**config.mk**
```make
export PLATFORM = sky130hd
export DESIGN_NAME = dscg_top
export DESIGN_NICKNAME = d
export VERILOG_FILES = /design/src/dscg_pkg.sv /design/src/dscg_top.sv /design/src/dscg_gate_unit.sv
export VERILOG_INCLUDE_DIRS = /design/src /design/src/src
export SDC_FILE = /design/constraint.sdc
export NUM_CORES = 1
export LEC_CHECK = 0
export BUFFER_PORTS_ARGS = -buffer_cell sky130_fd_sc_hd__buf_4
export CAP_MARGIN = 20
export CORE_MARGIN = 2
export CORE_UTILIZATION = 49
export CTS_BUF_LIST = sky130_fd_sc_hd__clkbuf_4 sky130_fd_sc_hd__clkbuf_8 sky130_fd_sc_hd__clkbuf_16
export DETAILED_ROUTE_END_ITERATION = 8
export PLACE_DENSITY = 0.8
export SLEW_MARGIN = 10
export SYNTH_ARGS = -nofsm -noshare
export SYNTH_HDL_FRONTEND = slang
export SYNTH_SLANG_ARGS = --single-unit
```
**constraint.sdc**
```tcl
create_clock -name aclk -period 2.25 [get_ports aclk]
set_input_delay 0.45 -clock aclk [delete_from_list [all_inputs] [get_ports aclk]]
set_output_delay 0.45 -clock aclk [all_outputs]
set_load 0.02 [all_outputs]
```
**src/dscg_defs.svh**
```systemverilog
// Offsets, field positions, reset values and response codes of the
// deep-sleep clock gating block. Included by the top, checker and bench.
`ifndef DSCG_DEFS_SVH
`define DSCG_DEFS_SVH

// Register byte offsets
`define DSCG_OFF_RUN_CLOCK_CONFIG 12'h060
`define DSCG_OFF_RUN_GATE         12'h104
`define DSCG_OFF_SLEEP_GATE       12'h114
`define DSCG_OFF_DEEP_SLEEP_GATE  12'h124

// Gate bit positions and the run clock configuration bit
`define DSCG_BIT_ASYNC_SERIAL_ZERO 0
`define DSCG_BIT_ASYNC_SERIAL_ONE  1
`define DSCG_BIT_SYNC_SERIAL_ZERO  4
`define DSCG_BIT_TWO_WIRE_ZERO     12
`define DSCG_BIT_GP_TIMER_ZERO     16
`define DSCG_BIT_GP_TIMER_ONE      17
`define DSCG_BIT_AUTO_CLOCK_GATE   27

// Writable masks and reset values
`define DSCG_GATE_MASK   32'h0003_1013
`define DSCG_CONFIG_MASK 32'h0800_0000
`define DSCG_GATE_RESET  32'h0000_0000
`define DSCG_CONFIG_RESET 32'h0000_0000

// Number of gated units
`define DSCG_NUM_UNITS 6

// AXI responses
`define DSCG_RESP_OKAY   2'h0
`define DSCG_RESP_SLVERR 2'h2

`endif

```
**src/dscg_pkg.sv**
```systemverilog
// Types shared by the deep-sleep clock gating block.
// Assumes dscg_defs.svh is on the include path.
package dscg_pkg;
   // Power mode of the device
   typedef enum logic [1:0] {
      DSCG_MODE_RUN,
      DSCG_MODE_SLEEP,
      DSCG_MODE_DEEP
   } dscg_mode_t;
endpackage

```
**src/dscg_top.sv**
```systemverilog
// Deep-sleep clock gating control with run, sleep and deep-sleep gate
// registers behind an AXI4-Lite slave, per-unit clock enables and a
// bus fault check for accesses to unclocked units.
// Assumes mode inputs and the access port come from logic on aclk.
//
// Decided for this implementation: the AXI4-Lite register port.
`timescale 1ns/1ps
`include "dscg_defs.svh"
module dscg_top
   import dscg_pkg::*;
#(
   parameter int ADDR_W    = 12,            // AXI address width
   parameter int NUM_UNITS = `DSCG_NUM_UNITS // Gated units
)
(
   input  wire logic                 aclk,            // System clock, 25 MHz
   input  wire logic                 aresetn,         // Synchronous reset, active low
   // AXI4-Lite write address
   input  wire logic [ADDR_W-1:0]    s_axi_awaddr,    // Write address
   input  wire logic                 s_axi_awvalid,   // Write address valid
   output logic                      s_axi_awready,   // Write address ready
   // AXI4-Lite write data
   input  wire logic [31:0]          s_axi_wdata,     // Write data
   input  wire logic [3:0]           s_axi_wstrb,     // Byte strobes
   input  wire logic                 s_axi_wvalid,    // Write data valid
   output logic                      s_axi_wready,    // Write data ready
   // AXI4-Lite write response
   output logic [1:0]                s_axi_bresp,     // Write response
   output logic                      s_axi_bvalid,    // Write response valid
   input  wire logic                 s_axi_bready,    // Write response ready
   // AXI4-Lite read address
   input  wire logic [ADDR_W-1:0]    s_axi_araddr,    // Read address
   input  wire logic                 s_axi_arvalid,   // Read address valid
   output logic                      s_axi_arready,   // Read address ready
   // AXI4-Lite read data
   output logic [31:0]               s_axi_rdata,     // Read data
   output logic [1:0]                s_axi_rresp,     // Read response
   output logic                      s_axi_rvalid,    // Read data valid
   input  wire logic                 s_axi_rready,    // Read data ready
   // Power mode from the power controller
   input  wire logic                 sleep_mode,      // Device is in sleep
   input  wire logic                 deep_sleep_mode, // Device is in deep-sleep
   // Unit access check
   input  wire logic                 periph_req,      // Access to a unit, one cycle
   input  wire logic [2:0]           periph_sel,      // Index of the accessed unit
   output logic                      periph_resp_valid, // Access answered
   output logic                      periph_resp_fault, // Answer is a bus fault
   // Unit clock enables
   output logic [NUM_UNITS-1:0]      unit_clk_en      // Clock enable per unit
);

   //--------------------------------------------------------------
   // Elaboration checks
   //--------------------------------------------------------------
   // Unserviceable parameter values stop elaboration
   if (ADDR_W < 12 || ADDR_W > 32) begin : g_bad_addr_w
      $error("dscg_top: ADDR_W must be 12 to 32");
   end
   if (NUM_UNITS != `DSCG_NUM_UNITS) begin : g_bad_num_units
      $error("dscg_top: NUM_UNITS must match the gate bit table");
   end

   //--------------------------------------------------------------
   // Declarations
   //--------------------------------------------------------------
   logic [31:0]         run_gate_reg;
   logic [31:0]         sleep_gate_reg;
   logic [31:0]         deep_sleep_gate_reg;
   logic [31:0]         run_clock_config_reg;
   logic [ADDR_W-1:0]   aw_addr_reg;
   logic                aw_held_reg;
   logic [31:0]         w_data_reg;
   logic [3:0]          w_strb_reg;
   logic                w_held_reg;
   logic                do_write;
   logic [31:0]         wmask;
   logic                wr_hit;
   logic [31:0]         rd_data_next;
   logic                rd_hit;
   dscg_mode_t          mode_reg;
   logic                auto_clock_gate_select;
   logic [NUM_UNITS-1:0] unit_access;
   logic [NUM_UNITS-1:0] unit_fault;

   // Bit position of each unit in the gate registers
   function automatic int unit_bit(input int idx);
      case (idx)
         0:       unit_bit = `DSCG_BIT_ASYNC_SERIAL_ZERO;
         1:       unit_bit = `DSCG_BIT_ASYNC_SERIAL_ONE;
         2:       unit_bit = `DSCG_BIT_SYNC_SERIAL_ZERO;
         3:       unit_bit = `DSCG_BIT_TWO_WIRE_ZERO;
         4:       unit_bit = `DSCG_BIT_GP_TIMER_ZERO;
         default: unit_bit = `DSCG_BIT_GP_TIMER_ONE;
      endcase
   endfunction

   //--------------------------------------------------------------
   // Write channel capture
   //--------------------------------------------------------------

   // Address and data are taken in either order
   always_ff @(posedge aclk) begin
      if (!aresetn) begin
         aw_held_reg <= 1'b0;
         aw_addr_reg <= '0;
      end else if (s_axi_awvalid && s_axi_awready) begin
         aw_held_reg <= 1'b1;
         aw_addr_reg <= s_axi_awaddr;
      end else if (do_write) begin
         aw_held_reg <= 1'b0;
      end
   end

   always_ff @(posedge aclk) begin
      if (!aresetn) begin
         w_held_reg <= 1'b0;
         w_data_reg <= 32'h0000_0000;
         w_strb_reg <= 4'h0;
      end else if (s_axi_wvalid && s_axi_wready) begin
         w_held_reg <= 1'b1;
         w_data_reg <= s_axi_wdata;
         w_strb_reg <= s_axi_wstrb;
      end else if (do_write) begin
         w_held_reg <= 1'b0;
      end
   end

   // Ready drops once a beat is held, returns after the response
   always_ff @(posedge aclk) begin
      if (!aresetn) begin
         s_axi_awready <= 1'b1;
      end else if (s_axi_awvalid && s_axi_awready) begin
         s_axi_awready <= 1'b0;
      end else if (s_axi_bvalid && s_axi_bready) begin
         s_axi_awready <= 1'b1;
      end
   end

   always_ff @(posedge aclk) begin
      if (!aresetn) begin
         s_axi_wready <= 1'b1;
      end else if (s_axi_wvalid && s_axi_wready) begin
         s_axi_wready <= 1'b0;
      end else if (s_axi_bvalid && s_axi_bready) begin
         s_axi_wready <= 1'b1;
      end
   end

   // Write performed when both halves are held
   assign do_write = aw_held_reg & w_held_reg & ~s_axi_bvalid;

   // Byte strobes expanded to a bit mask
   always_comb begin
      wmask = 32'h0000_0000;
      for (int b = 0; b < 4; b++) begin
         wmask[b*8 +: 8] = {8{w_strb_reg[b]}};
      end
   end

   // Write address decode
   always_comb begin
      wr_hit = 1'b0;
      if (aw_addr_reg[11:0] == `DSCG_OFF_DEEP_SLEEP_GATE) begin
         wr_hit = 1'b1;
      end else if (aw_addr_reg[11:0] == `DSCG_OFF_SLEEP_GATE) begin
         wr_hit = 1'b1;
      end else if (aw_addr_reg[11:0] == `DSCG_OFF_RUN_GATE) begin
         wr_hit = 1'b1;
      end else if (aw_addr_reg[11:0] == `DSCG_OFF_RUN_CLOCK_CONFIG) begin
         wr_hit = 1'b1;
      end
      if (ADDR_W > 12 && (aw_addr_reg >> 12) != '0) begin
         wr_hit = 1'b0;
      end
   end

   //--------------------------------------------------------------
   // Registers
   //--------------------------------------------------------------

   // Deep-sleep gate register, reserved bits stay zero
   always_ff @(posedge aclk) begin
      if (!aresetn) begin
         deep_sleep_gate_reg <= `DSCG_GATE_RESET;
      end else if (do_write && wr_hit && aw_addr_reg[11:0] == `DSCG_OFF_DEEP_SLEEP_GATE) begin
         deep_sleep_gate_reg <= ((deep_sleep_gate_reg & ~wmask) | (w_data_reg & wmask))
                                & `DSCG_GATE_MASK;
      end
   end

   // Sleep gate register
   always_ff @(posedge aclk) begin
      if (!aresetn) begin
         sleep_gate_reg <= `DSCG_GATE_RESET;
      end else if (do_write && wr_hit && aw_addr_reg[11:0] == `DSCG_OFF_SLEEP_GATE) begin
         sleep_gate_reg <= ((sleep_gate_reg & ~wmask) | (w_data_reg & wmask)) & `DSCG_GATE_MASK;
      end
   end

   // Run gate register
   always_ff @(posedge aclk) begin
      if (!aresetn) begin
         run_gate_reg <= `DSCG_GATE_RESET;
      end else if (do_write && wr_hit && aw_addr_reg[11:0] == `DSCG_OFF_RUN_GATE) begin
         run_gate_reg <= ((run_gate_reg & ~wmask) | (w_data_reg & wmask)) & `DSCG_GATE_MASK;
      end
   end

   // Run clock configuration, only automatic gating held
   always_ff @(posedge aclk) begin
      if (!aresetn) begin
         run_clock_config_reg <= `DSCG_CONFIG_RESET;
      end else if (do_write && wr_hit && aw_addr_reg[11:0] == `DSCG_OFF_RUN_CLOCK_CONFIG) begin
         run_clock_config_reg <= ((run_clock_config_reg & ~wmask) | (w_data_reg & wmask))
                                 & `DSCG_CONFIG_MASK;
      end
   end

   assign auto_clock_gate_select = run_clock_config_reg[`DSCG_BIT_AUTO_CLOCK_GATE];

   // Write response
   always_ff @(posedge aclk) begin
      if (!aresetn) begin
         s_axi_bvalid <= 1'b0;
         s_axi_bresp  <= `DSCG_RESP_OKAY;
      end else if (do_write) begin
         s_axi_bvalid <= 1'b1;
         s_axi_bresp  <= wr_hit ? `DSCG_RESP_OKAY : `DSCG_RESP_SLVERR;
      end else if (s_axi_bvalid && s_axi_bready) begin
         s_axi_bvalid <= 1'b0;
      end
   end

   //--------------------------------------------------------------
   // Read channel
   //--------------------------------------------------------------

   // Read address decode, reserved bits read zero
   always_comb begin
      rd_hit       = 1'b1;
      rd_data_next = 32'h0000_0000;
      if (s_axi_araddr[11:0] == `DSCG_OFF_DEEP_SLEEP_GATE) begin
         rd_data_next = deep_sleep_gate_reg;
      end else if (s_axi_araddr[11:0] == `DSCG_OFF_SLEEP_GATE) begin
         rd_data_next = sleep_gate_reg;
      end else if (s_axi_araddr[11:0] == `DSCG_OFF_RUN_GATE) begin
         rd_data_next = run_gate_reg;
      end else if (s_axi_araddr[11:0] == `DSCG_OFF_RUN_CLOCK_CONFIG) begin
         rd_data_next = run_clock_config_reg;
      end else begin
         rd_hit = 1'b0;
      end
      if (ADDR_W > 12 && (s_axi_araddr >> 12) != '0) begin
         rd_hit       = 1'b0;
         rd_data_next = 32'h0000_0000;
      end
   end

   // Read ready returns after the data beat
   always_ff @(posedge aclk) begin
      if (!aresetn) begin
         s_axi_arready <= 1'b1;
      end else if (s_axi_arvalid && s_axi_arready) begin
         s_axi_arready <= 1'b0;
      end else if (s_axi_rvalid && s_axi_rready) begin
         s_axi_arready <= 1'b1;
      end
   end

   // Read data one cycle after the address
   always_ff @(posedge aclk) begin
      if (!aresetn) begin
         s_axi_rvalid <= 1'b0;
         s_axi_rdata  <= 32'h0000_0000;
         s_axi_rresp  <= `DSCG_RESP_OKAY;
      end else if (s_axi_arvalid && s_axi_arready) begin
         s_axi_rvalid <= 1'b1;
         s_axi_rdata  <= rd_data_next;
         s_axi_rresp  <= rd_hit ? `DSCG_RESP_OKAY : `DSCG_RESP_SLVERR;
      end else if (s_axi_rvalid && s_axi_rready) begin
         s_axi_rvalid <= 1'b0;
      end
   end

   //--------------------------------------------------------------
   // Power mode and unit gating
   //--------------------------------------------------------------

   // Current mode, deep-sleep wins over sleep
   always_ff @(posedge aclk) begin
      if (!aresetn) begin
         mode_reg <= DSCG_MODE_RUN;
      end else if (deep_sleep_mode) begin
         mode_reg <= DSCG_MODE_DEEP;
      end else if (sleep_mode) begin
         mode_reg <= DSCG_MODE_SLEEP;
      end else begin
         mode_reg <= DSCG_MODE_RUN;
      end
   end

   // One gate per unit
   generate
      for (genvar u = 0; u < NUM_UNITS; u++) begin : g_unit
         assign unit_access[u] = periph_req & (periph_sel == 3'(u));
         dscg_gate_unit u_gate (
            .aclk      (aclk),
            .aresetn   (aresetn),
            .run_bit   (run_gate_reg[unit_bit(u)]),
            .sleep_bit (sleep_gate_reg[unit_bit(u)]),
            .deep_bit  (deep_sleep_gate_reg[unit_bit(u)]),
            .mode      (mode_reg),
            .auto_gate (auto_clock_gate_select),
            .access    (unit_access[u]),
            .clk_en    (unit_clk_en[u]),
            .fault     (unit_fault[u])
         );
      end
   endgenerate

   // Access answer one cycle after the request
   always_ff @(posedge aclk) begin
      if (!aresetn) begin
         periph_resp_valid <= 1'b0;
         periph_resp_fault <= 1'b0;
      end else begin
         periph_resp_valid <= periph_req;
         periph_resp_fault <= periph_req & ((|unit_fault) | (periph_sel >= 3'(NUM_UNITS)));
      end
   end

endmodule

```
**src/dscg_gate_unit.sv**
```systemverilog
// One gated unit: picks its clock enable from the register of the
// current power mode when automatic gating is selected, else from the
// run register, and flags accesses made while unclocked.
// Assumes mode and register bits come from logic on the same clock.
`timescale 1ns/1ps
module dscg_gate_unit
   import dscg_pkg::*;
(
   input  wire logic       aclk,      // System clock
   input  wire logic       aresetn,   // Synchronous reset, active low
   input  wire logic       run_bit,   // Run-mode gate bit
   input  wire logic       sleep_bit, // Sleep-mode gate bit
   input  wire logic       deep_bit,  // Deep-sleep gate bit
   input  wire dscg_mode_t mode,      // Current power mode
   input  wire logic       auto_gate, // Automatic gating selected
   input  wire logic       access,    // Access aimed at this unit
   output logic            clk_en,    // Unit clock enable
   output logic            fault      // Access to an unclocked unit
);

   logic en_next;

   // Source of the enable for each mode
   always_comb begin
      en_next = run_bit;
      case (mode)
         DSCG_MODE_RUN: begin
            en_next = run_bit;
         end
         DSCG_MODE_SLEEP: begin
            en_next = auto_gate ? sleep_bit : run_bit;
         end
         DSCG_MODE_DEEP: begin
            en_next = auto_gate ? deep_bit : run_bit;
         end
         default: begin
            en_next = run_bit;
         end
      endcase
   end

   // Enable flop, cleared by reset
   always_ff @(posedge aclk) begin
      if (!aresetn) begin
         clk_en <= 1'b0;
      end else begin
         clk_en <= en_next;
      end
   end

   // Fault while the unit is unclocked
   assign fault = access & ~clk_en;

endmodule

```
==> impl_metrics.yaml, run 1 <==
pwr:
  p_per_area_nw_per_um2: 680.7
  leakagePower_nw: 1.556
  vdd_drop_max_mv: 0.4400
sta:
  hold_viol_final: 0
  setup_ws_ns: 0.3742
  rsz0062_at_grt: "no"
  period_share_pct: 83.37
  holdWs_ns: 0.2671
  worst_slew_pin_slew_ns: 0.6243
  slew_headroom_pct: 58.36
  fin_skew_ns: 0.007404
  finalSetupViolCount: 0
  setup_tns_ns: 0
  maxSlewViolCount: 0
  fmaxAchievable_mhz: 533.1
  finalCriticalPeriod_ns: 1.876
clocking:
  clkTransAtPathRegs_ns: 0.07
  clk_latency_ns: 0.35
  clock_tree.buffer_depth: 2
  cts_root_buf: "clkbuf_8"
  ctsHoldBuffers: 0
  post_cts_buffers: 0
  clock-sinks: 68
  cts_tree: "done"
  htree_levels: 3
  cts_resized: 0
  cts_buffers: 9
floorplan:
  ioPinCount: 122
  core-area_sq_um: 6277
  dieArea_sq_um: 7055
  die_x_microns: 84.00
  start_util_pct: 49.95
  row_count: 29
  fp.dieH_microns: 84.00
hold_path:
  holdPathStages: 2
  hold_path_startpoint: "deep_sleep_mode"
  min_path_type: "primary input to flip-flop"
synth:
  synth_area_leader_cell: "dfxtp_1"
  synth_cell_type_count: 42
  synth_area_leaders: "dfxtp_1 (43%), nand2_1 (9.8%), buf_4 (7.9%)"
  ys_ff_latch: 68
  yosysWarnings: 0
  synthMuxAreaShare_pct: 8.939
  syn_area_per_cell_sq_um: 8.959
  synth-seq-area-share_pct: 43.42
  syn_area_sq_um: 3136
  synth_top_family_by_area: "simple AND/OR/NAND/NOR gates"
  postSynthCellCount: 350
  synthXorXnorAreaFrac_pct: 0
  synth_compound_area_share_pct: 15.32
  synth_top_cell_area_share_pct: 43.42
  synth_adder_area_share_pct: 0.7981
  synthSimpleGateAreaFrac_pct: 21.23
detailed_routing:
  drcViolationCount: 0
  drt_first_pass_iters: 4
  wire_per_inst_microns: 13.01
  antenna_left: 0
  vias: 2501
  top_layer: "met4"
  wl_microns: 6375
  drt_iter0_markers: 116
  wl_met2_microns: 3289
  wirelength_met1_microns: 2659
  wl_met3_microns: 358
  via_per_inst: 5.104
placement:
  dp_slack_ns: 0.2743
  placed_area_sq_um: 3547
  dp_cells: 474
  place_congestion: 0.8000
  dpl.hpwl_microns: 4788
  io_buffers: 69
grt:
  grt_pass1_vias: 2446
  track_usage_pct: 19.25
  grt_max_degree: 62
  antenna_found_initial: 0
  grt_pass1_wl_microns: 11000
  grt.overflow.total: 0
cells_and_area:
  drive_gt1_share_pct: 23.97
  n_antenna_cell: 0
  final_area_sq_um: 3739
  nNetsFinal: 483
  fin_cells: 490
  syn_to_final_growth_pct: 19.23
  n_fill_cell: 540
worst_setup_path:
  r2r_start: "aw_addr_reg[1]"
  worstSetupStartpoint: "aw_addr_reg[1]"
  crit_type: "flip-flop to flip-flop"
  crit_arrival_ns: 2.15
  crit_chain: "nor4_1 -> nand4_1 -> nor3b_1 -> mux2i_1"
  endpoint_kind: "flip-flop"
  rr_worst_depth: 4
  cp-start-kind: "flip-flop"
  cp_slowest_cell: "nor3b_1"
  slowest_delay_ns: 0.51
  worstPathRequired_ns: 2.52
  crit_path_max_fanout: 7
run_status:
  outcome: "finished, final reports clean"
run:
  maxCapViolCount: 0
## cell type report
cell class                 count  area (sq um)  area share, %
timing repair buffer          70         525.5          14.06
clock buffer                  11         138.9          3.715
inverter                       3         11.26         0.3012
tap                           77         96.34          2.577
clock inverter                 5         52.55          1.406
multi-input combinational    256          1553          41.53
sequential                    68          1361          36.41
## metal layers
layer	vias to the layer above	global-route usage (%)
met2	70	33.31
met3	8	6.924
met4	0	4.839
li1	1261	-
met1	1162	22.66
met5	-	0
## cell usage after synthesis (all sizes together)
| cell | n |
|---|---|
| o41ai | 1 |
| nand2b | 3 |
| and2 | 5 |
| mux2 | 6 |
| buf | 33 |
| o31ai | 1 |
| or3b | 1 |
| mux2i | 19 |
| conb | 1 |
| ha | 2 |
| inv | 3 |
| nand4 | 1 |
| mux4 | 1 |
| nand2 | 82 |
| a21oi | 5 |
| a21boi | 27 |
| nand3b | 2 |
| o21ai | 10 |
| nor3 | 1 |
| a221oi | 4 |
| o211a | 1 |
| and3b | 3 |
| nand3 | 7 |
| a22o | 6 |
| clkbuf | 16 |
| nor2b | 9 |
| a22oi | 8 |
| or4 | 1 |
| and3 | 2 |
| nor2 | 8 |
| o21bai | 1 |
| o211ai | 1 |
| or3 | 1 |
| nor3b | 3 |
| o311a | 1 |
| dfxtp | 68 |
| nor4 | 6 |
## cells in the final DEF, fill, tap and decap left out, types with 2 or more instances in the layout
| master | n |
|---|---|
| a21boi_0 | 27 |
| a21oi_1 | 5 |
| a221oi_1 | 4 |
| a22o_1 | 6 |
| a22oi_1 | 8 |
| and2_1 | 4 |
| and3_1 | 2 |
| and3b_1 | 3 |
| buf_4 | 70 |
| clkbuf_4 | 2 |
| clkbuf_8 | 9 |
| clkinv_2 | 3 |
| conb_1 | 27 |
| dfxtp_1 | 68 |
| ha_1 | 2 |
| inv_1 | 3 |
| mux2_2 | 6 |
| mux2i_1 | 19 |
| nand2_1 | 82 |
| nand2b_1 | 3 |
| nand3_1 | 7 |
| nand3b_1 | 2 |
| nor2_1 | 8 |
| nor2b_1 | 9 |
| nor3b_1 | 2 |
| nor4_1 | 4 |
| nor4_4 | 2 |
| o21ai_0 | 8 |
## critical path, delay by kind of cell, from the launching register on
| family | cells | cell delay (ns) |
|---|---|---|
| simple gates | 3 | 1.24 |
| flops | 1 | 0.32 |
| mux | 1 | 0.24 |
## cells by family (layout without fill, tap and decap cells)
kind of cell,after synthesis,in the layout
and+or+nand+nor,135,135
DFF,68,68
AOI/OAI and AO/OA,66,66
buffers and inverters,52,89
muxes,26,26
adders and majority gates,2,2
other,1,27
## power by group
| part | total [mW] | switching [mW] | internal [mW] |
|---|---|---|---|
| combinational | 0.296 | 0.171 | 0.125 |
| sequential | 1.28 | 0.0329 | 1.25 |
| clock | 0.966 | 0.436 | 0.530 |
| total | 2.55 | 0.640 | 1.91 |
## final timing paths
check	to	slack (ns)
min	mode_reg[0]	0.27
max reg2reg	flip-flop	0.37
min reg2reg	aw_addr_reg[7]	0.46
max	flip-flop	0.37
## through the flow
stage	total power, mW	util [%]
3_3_place_gp	1.597	56.51
3_5_place_dp	1.607	56.51
4_1_cts	2.571	59.56
6_report	2.545	59.56
2_1_floorplan	1.520	-
5_1_grt	2.674	59.56
No activity file was read; power rests on OpenSTA's default activity.
==> run 2, diff against run 1 <==
==> constraint.sdc (replaced) <==
create_clock -name aclk -period 1.79 [get_ports aclk]
set_input_delay 0.358 -clock aclk [delete_from_list [all_inputs] [get_ports aclk]]
set_output_delay 0.358 -clock aclk [all_outputs]
set_load 0.02 [all_outputs]
==> run 2 against run 1 <==
- register-to-register slack worse by 0.18 ns
- worst setup slack worse by 0.18 ns
- flip-flop and latch count unchanged
- routed wire length up 1.5%
- maximum frequency up 17%
- largest power group unchanged
==> impl_metrics.yaml, run 2 (same netlist as run 1, synthesis figures left out) <==
run_status:
  outcome: "finished, final reports clean"
sta:
  setup_ws_ns: 0.1930
  maxSlewViolCount: 0
  fin_skew_ns: 0.01104
  hold_viol_final: 0
  worst_slew_pin_slew_ns: 0.6122
  slew_headroom_pct: 59.17
  finalCriticalPeriod_ns: 1.597
  fmaxAchievable_mhz: 626.2
  period_share_pct: 89.22
  holdWs_ns: 0.1776
  rsz0062_at_grt: "no"
  finalSetupViolCount: 0
floorplan:
  die_x_microns: 84.00
  core-area_sq_um: 6277
  start_util_pct: 49.95
  row_count: 29
  dieArea_sq_um: 7055
  ioPinCount: 122
  fp.dieH_microns: 84.00
placement:
  dpl.hpwl_microns: 4847
  place_congestion: 0.7694
  dp_cells: 479
  dp_slack_ns: -0.07012
  io_buffers: 69
  placed_area_sq_um: 3597
cells_and_area:
  syn_to_final_growth_pct: 22.15
  final_area_sq_um: 3830
  final_cell_mix: "nand2_1 (82), buf_4 (74), dfxtp_1 (68), a21boi_0 (27), conb_1 (27)"
  layout_commonest_cell: "nand2_1"
  n_antenna_cell: 0
  nNetsFinal: 488
  drive_gt1_share_pct: 25.12
  fin_cells: 495
detailed_routing:
  via_per_inst: 5.105
  drt_iter0_markers: 114
  wl_microns: 6468
  antenna_left: 0
  vias: 2527
  drt_first_pass_iters: 4
  wire_per_inst_microns: 13.07
  drcViolationCount: 0
worst_setup_path:
  endpoint_kind: "flip-flop"
  r2r_start: "aw_addr_reg[0]"
  crit_path_max_fanout: 7
  crit_chain: "nor4_1 -> nand4_1 -> buf_4 -> nor3b_4 -> mux2i_1"
  crit_type: "flip-flop to flip-flop"
  worst-path-buf-inv: 1
  cp_top_family: "simple AND/OR/NAND/NOR gates"
  cp_slowest_cell: "nor4_1"
  cp-start-kind: "flip-flop"
  worstSetupStartpoint: "aw_addr_reg[0]"
  slowest_delay_ns: 0.35
  crit_arrival_ns: 1.86
  worstPathRequired_ns: 2.05
clocking:
  cts_buffers: 9
  post_cts_buffers: 0
  clock_tree.buffer_depth: 2
  cts_tree: "done"
  cts_resized: 0
  cts_root_buf: "clkbuf_8"
  clkTransAtPathRegs_ns: 0.07
  clock-sinks: 68
  ctsHoldBuffers: 0
  clk_latency_ns: 0.35
  htree_levels: 3
grt:
  grt_pass1_vias: 2449
  grt.overflow.total: 0
  grt_max_degree: 44
  track_usage_pct: 19.44
  grt_pass1_wl_microns: 11220
  antenna_found_initial: 0
hold_path:
  hold_path_startpoint: "deep_sleep_mode"
  min_path_type: "primary input to flip-flop"
pwr:
  p_total_mw: 3.390
  vdd_drop_max_mv: 0.6309
  leakagePower_nw: 1.591
  p_per_area_nw_per_um2: 885.0
run:
  maxCapViolCount: 0
run 2: cell count changes in the layout (fill, tap and decap cells not counted), moves of 2 or more:
cell,before,now
buf_4,70,74
clkbuf_4,2,0
clkinv_2,3,0
clkinvlp_4,1,3
run 2: where the power goes:
part	switching (mW)	internal, mW
Sequential	0.0409	1.57
Combinational	0.217	0.162
Clock	0.609	0.790
Total	0.868	2.52
run 2: path summary, 6_finish.rpt:
kind | endpoint | slack (ns) | depth (start not counted)
setup / recovery | flip-flop | 0.19 | 5
hold / removal | mode_reg[0] | 0.18 | 2
setup reg to reg | flip-flop | 0.19 | 5
hold reg to reg | w_data_reg[12] | 0.46 | 2
run 2: final cells by class:
cell class | count | area (sq um)
clock inverters | 7 | 100.1
inverters | 3 | 11.26
well taps | 77 | 96.34
flip-flops and latches | 68 | 1361
multi-input cells | 256 | 1562
repair buffers | 75 | 575.6
clock buffers | 9 | 123.9
fillers | 549 | 2447
run 2: routing by layer:
layer	GRT usage (%)	routed length (microns)	vias up
met5	0	0	-
met4	5.718	89	0
met3	5.935	290	10
met2	33.82	3263	63
met1	23.01	2824	1186
li1	-	-	1268
run 2: per-stage QoR:
| step | setup TNS (ns) | utilization [%] |
|---|---|---|
| after floorplan | 0 | - |
| after global placement | -0.0009502 | 57.31 |
| after detailed placement | -0.1331 | 57.31 |
| after CTS | 0 | 60.87 |
| after global routing | 0 | 61.01 |
| final | 0 | 61.01 |
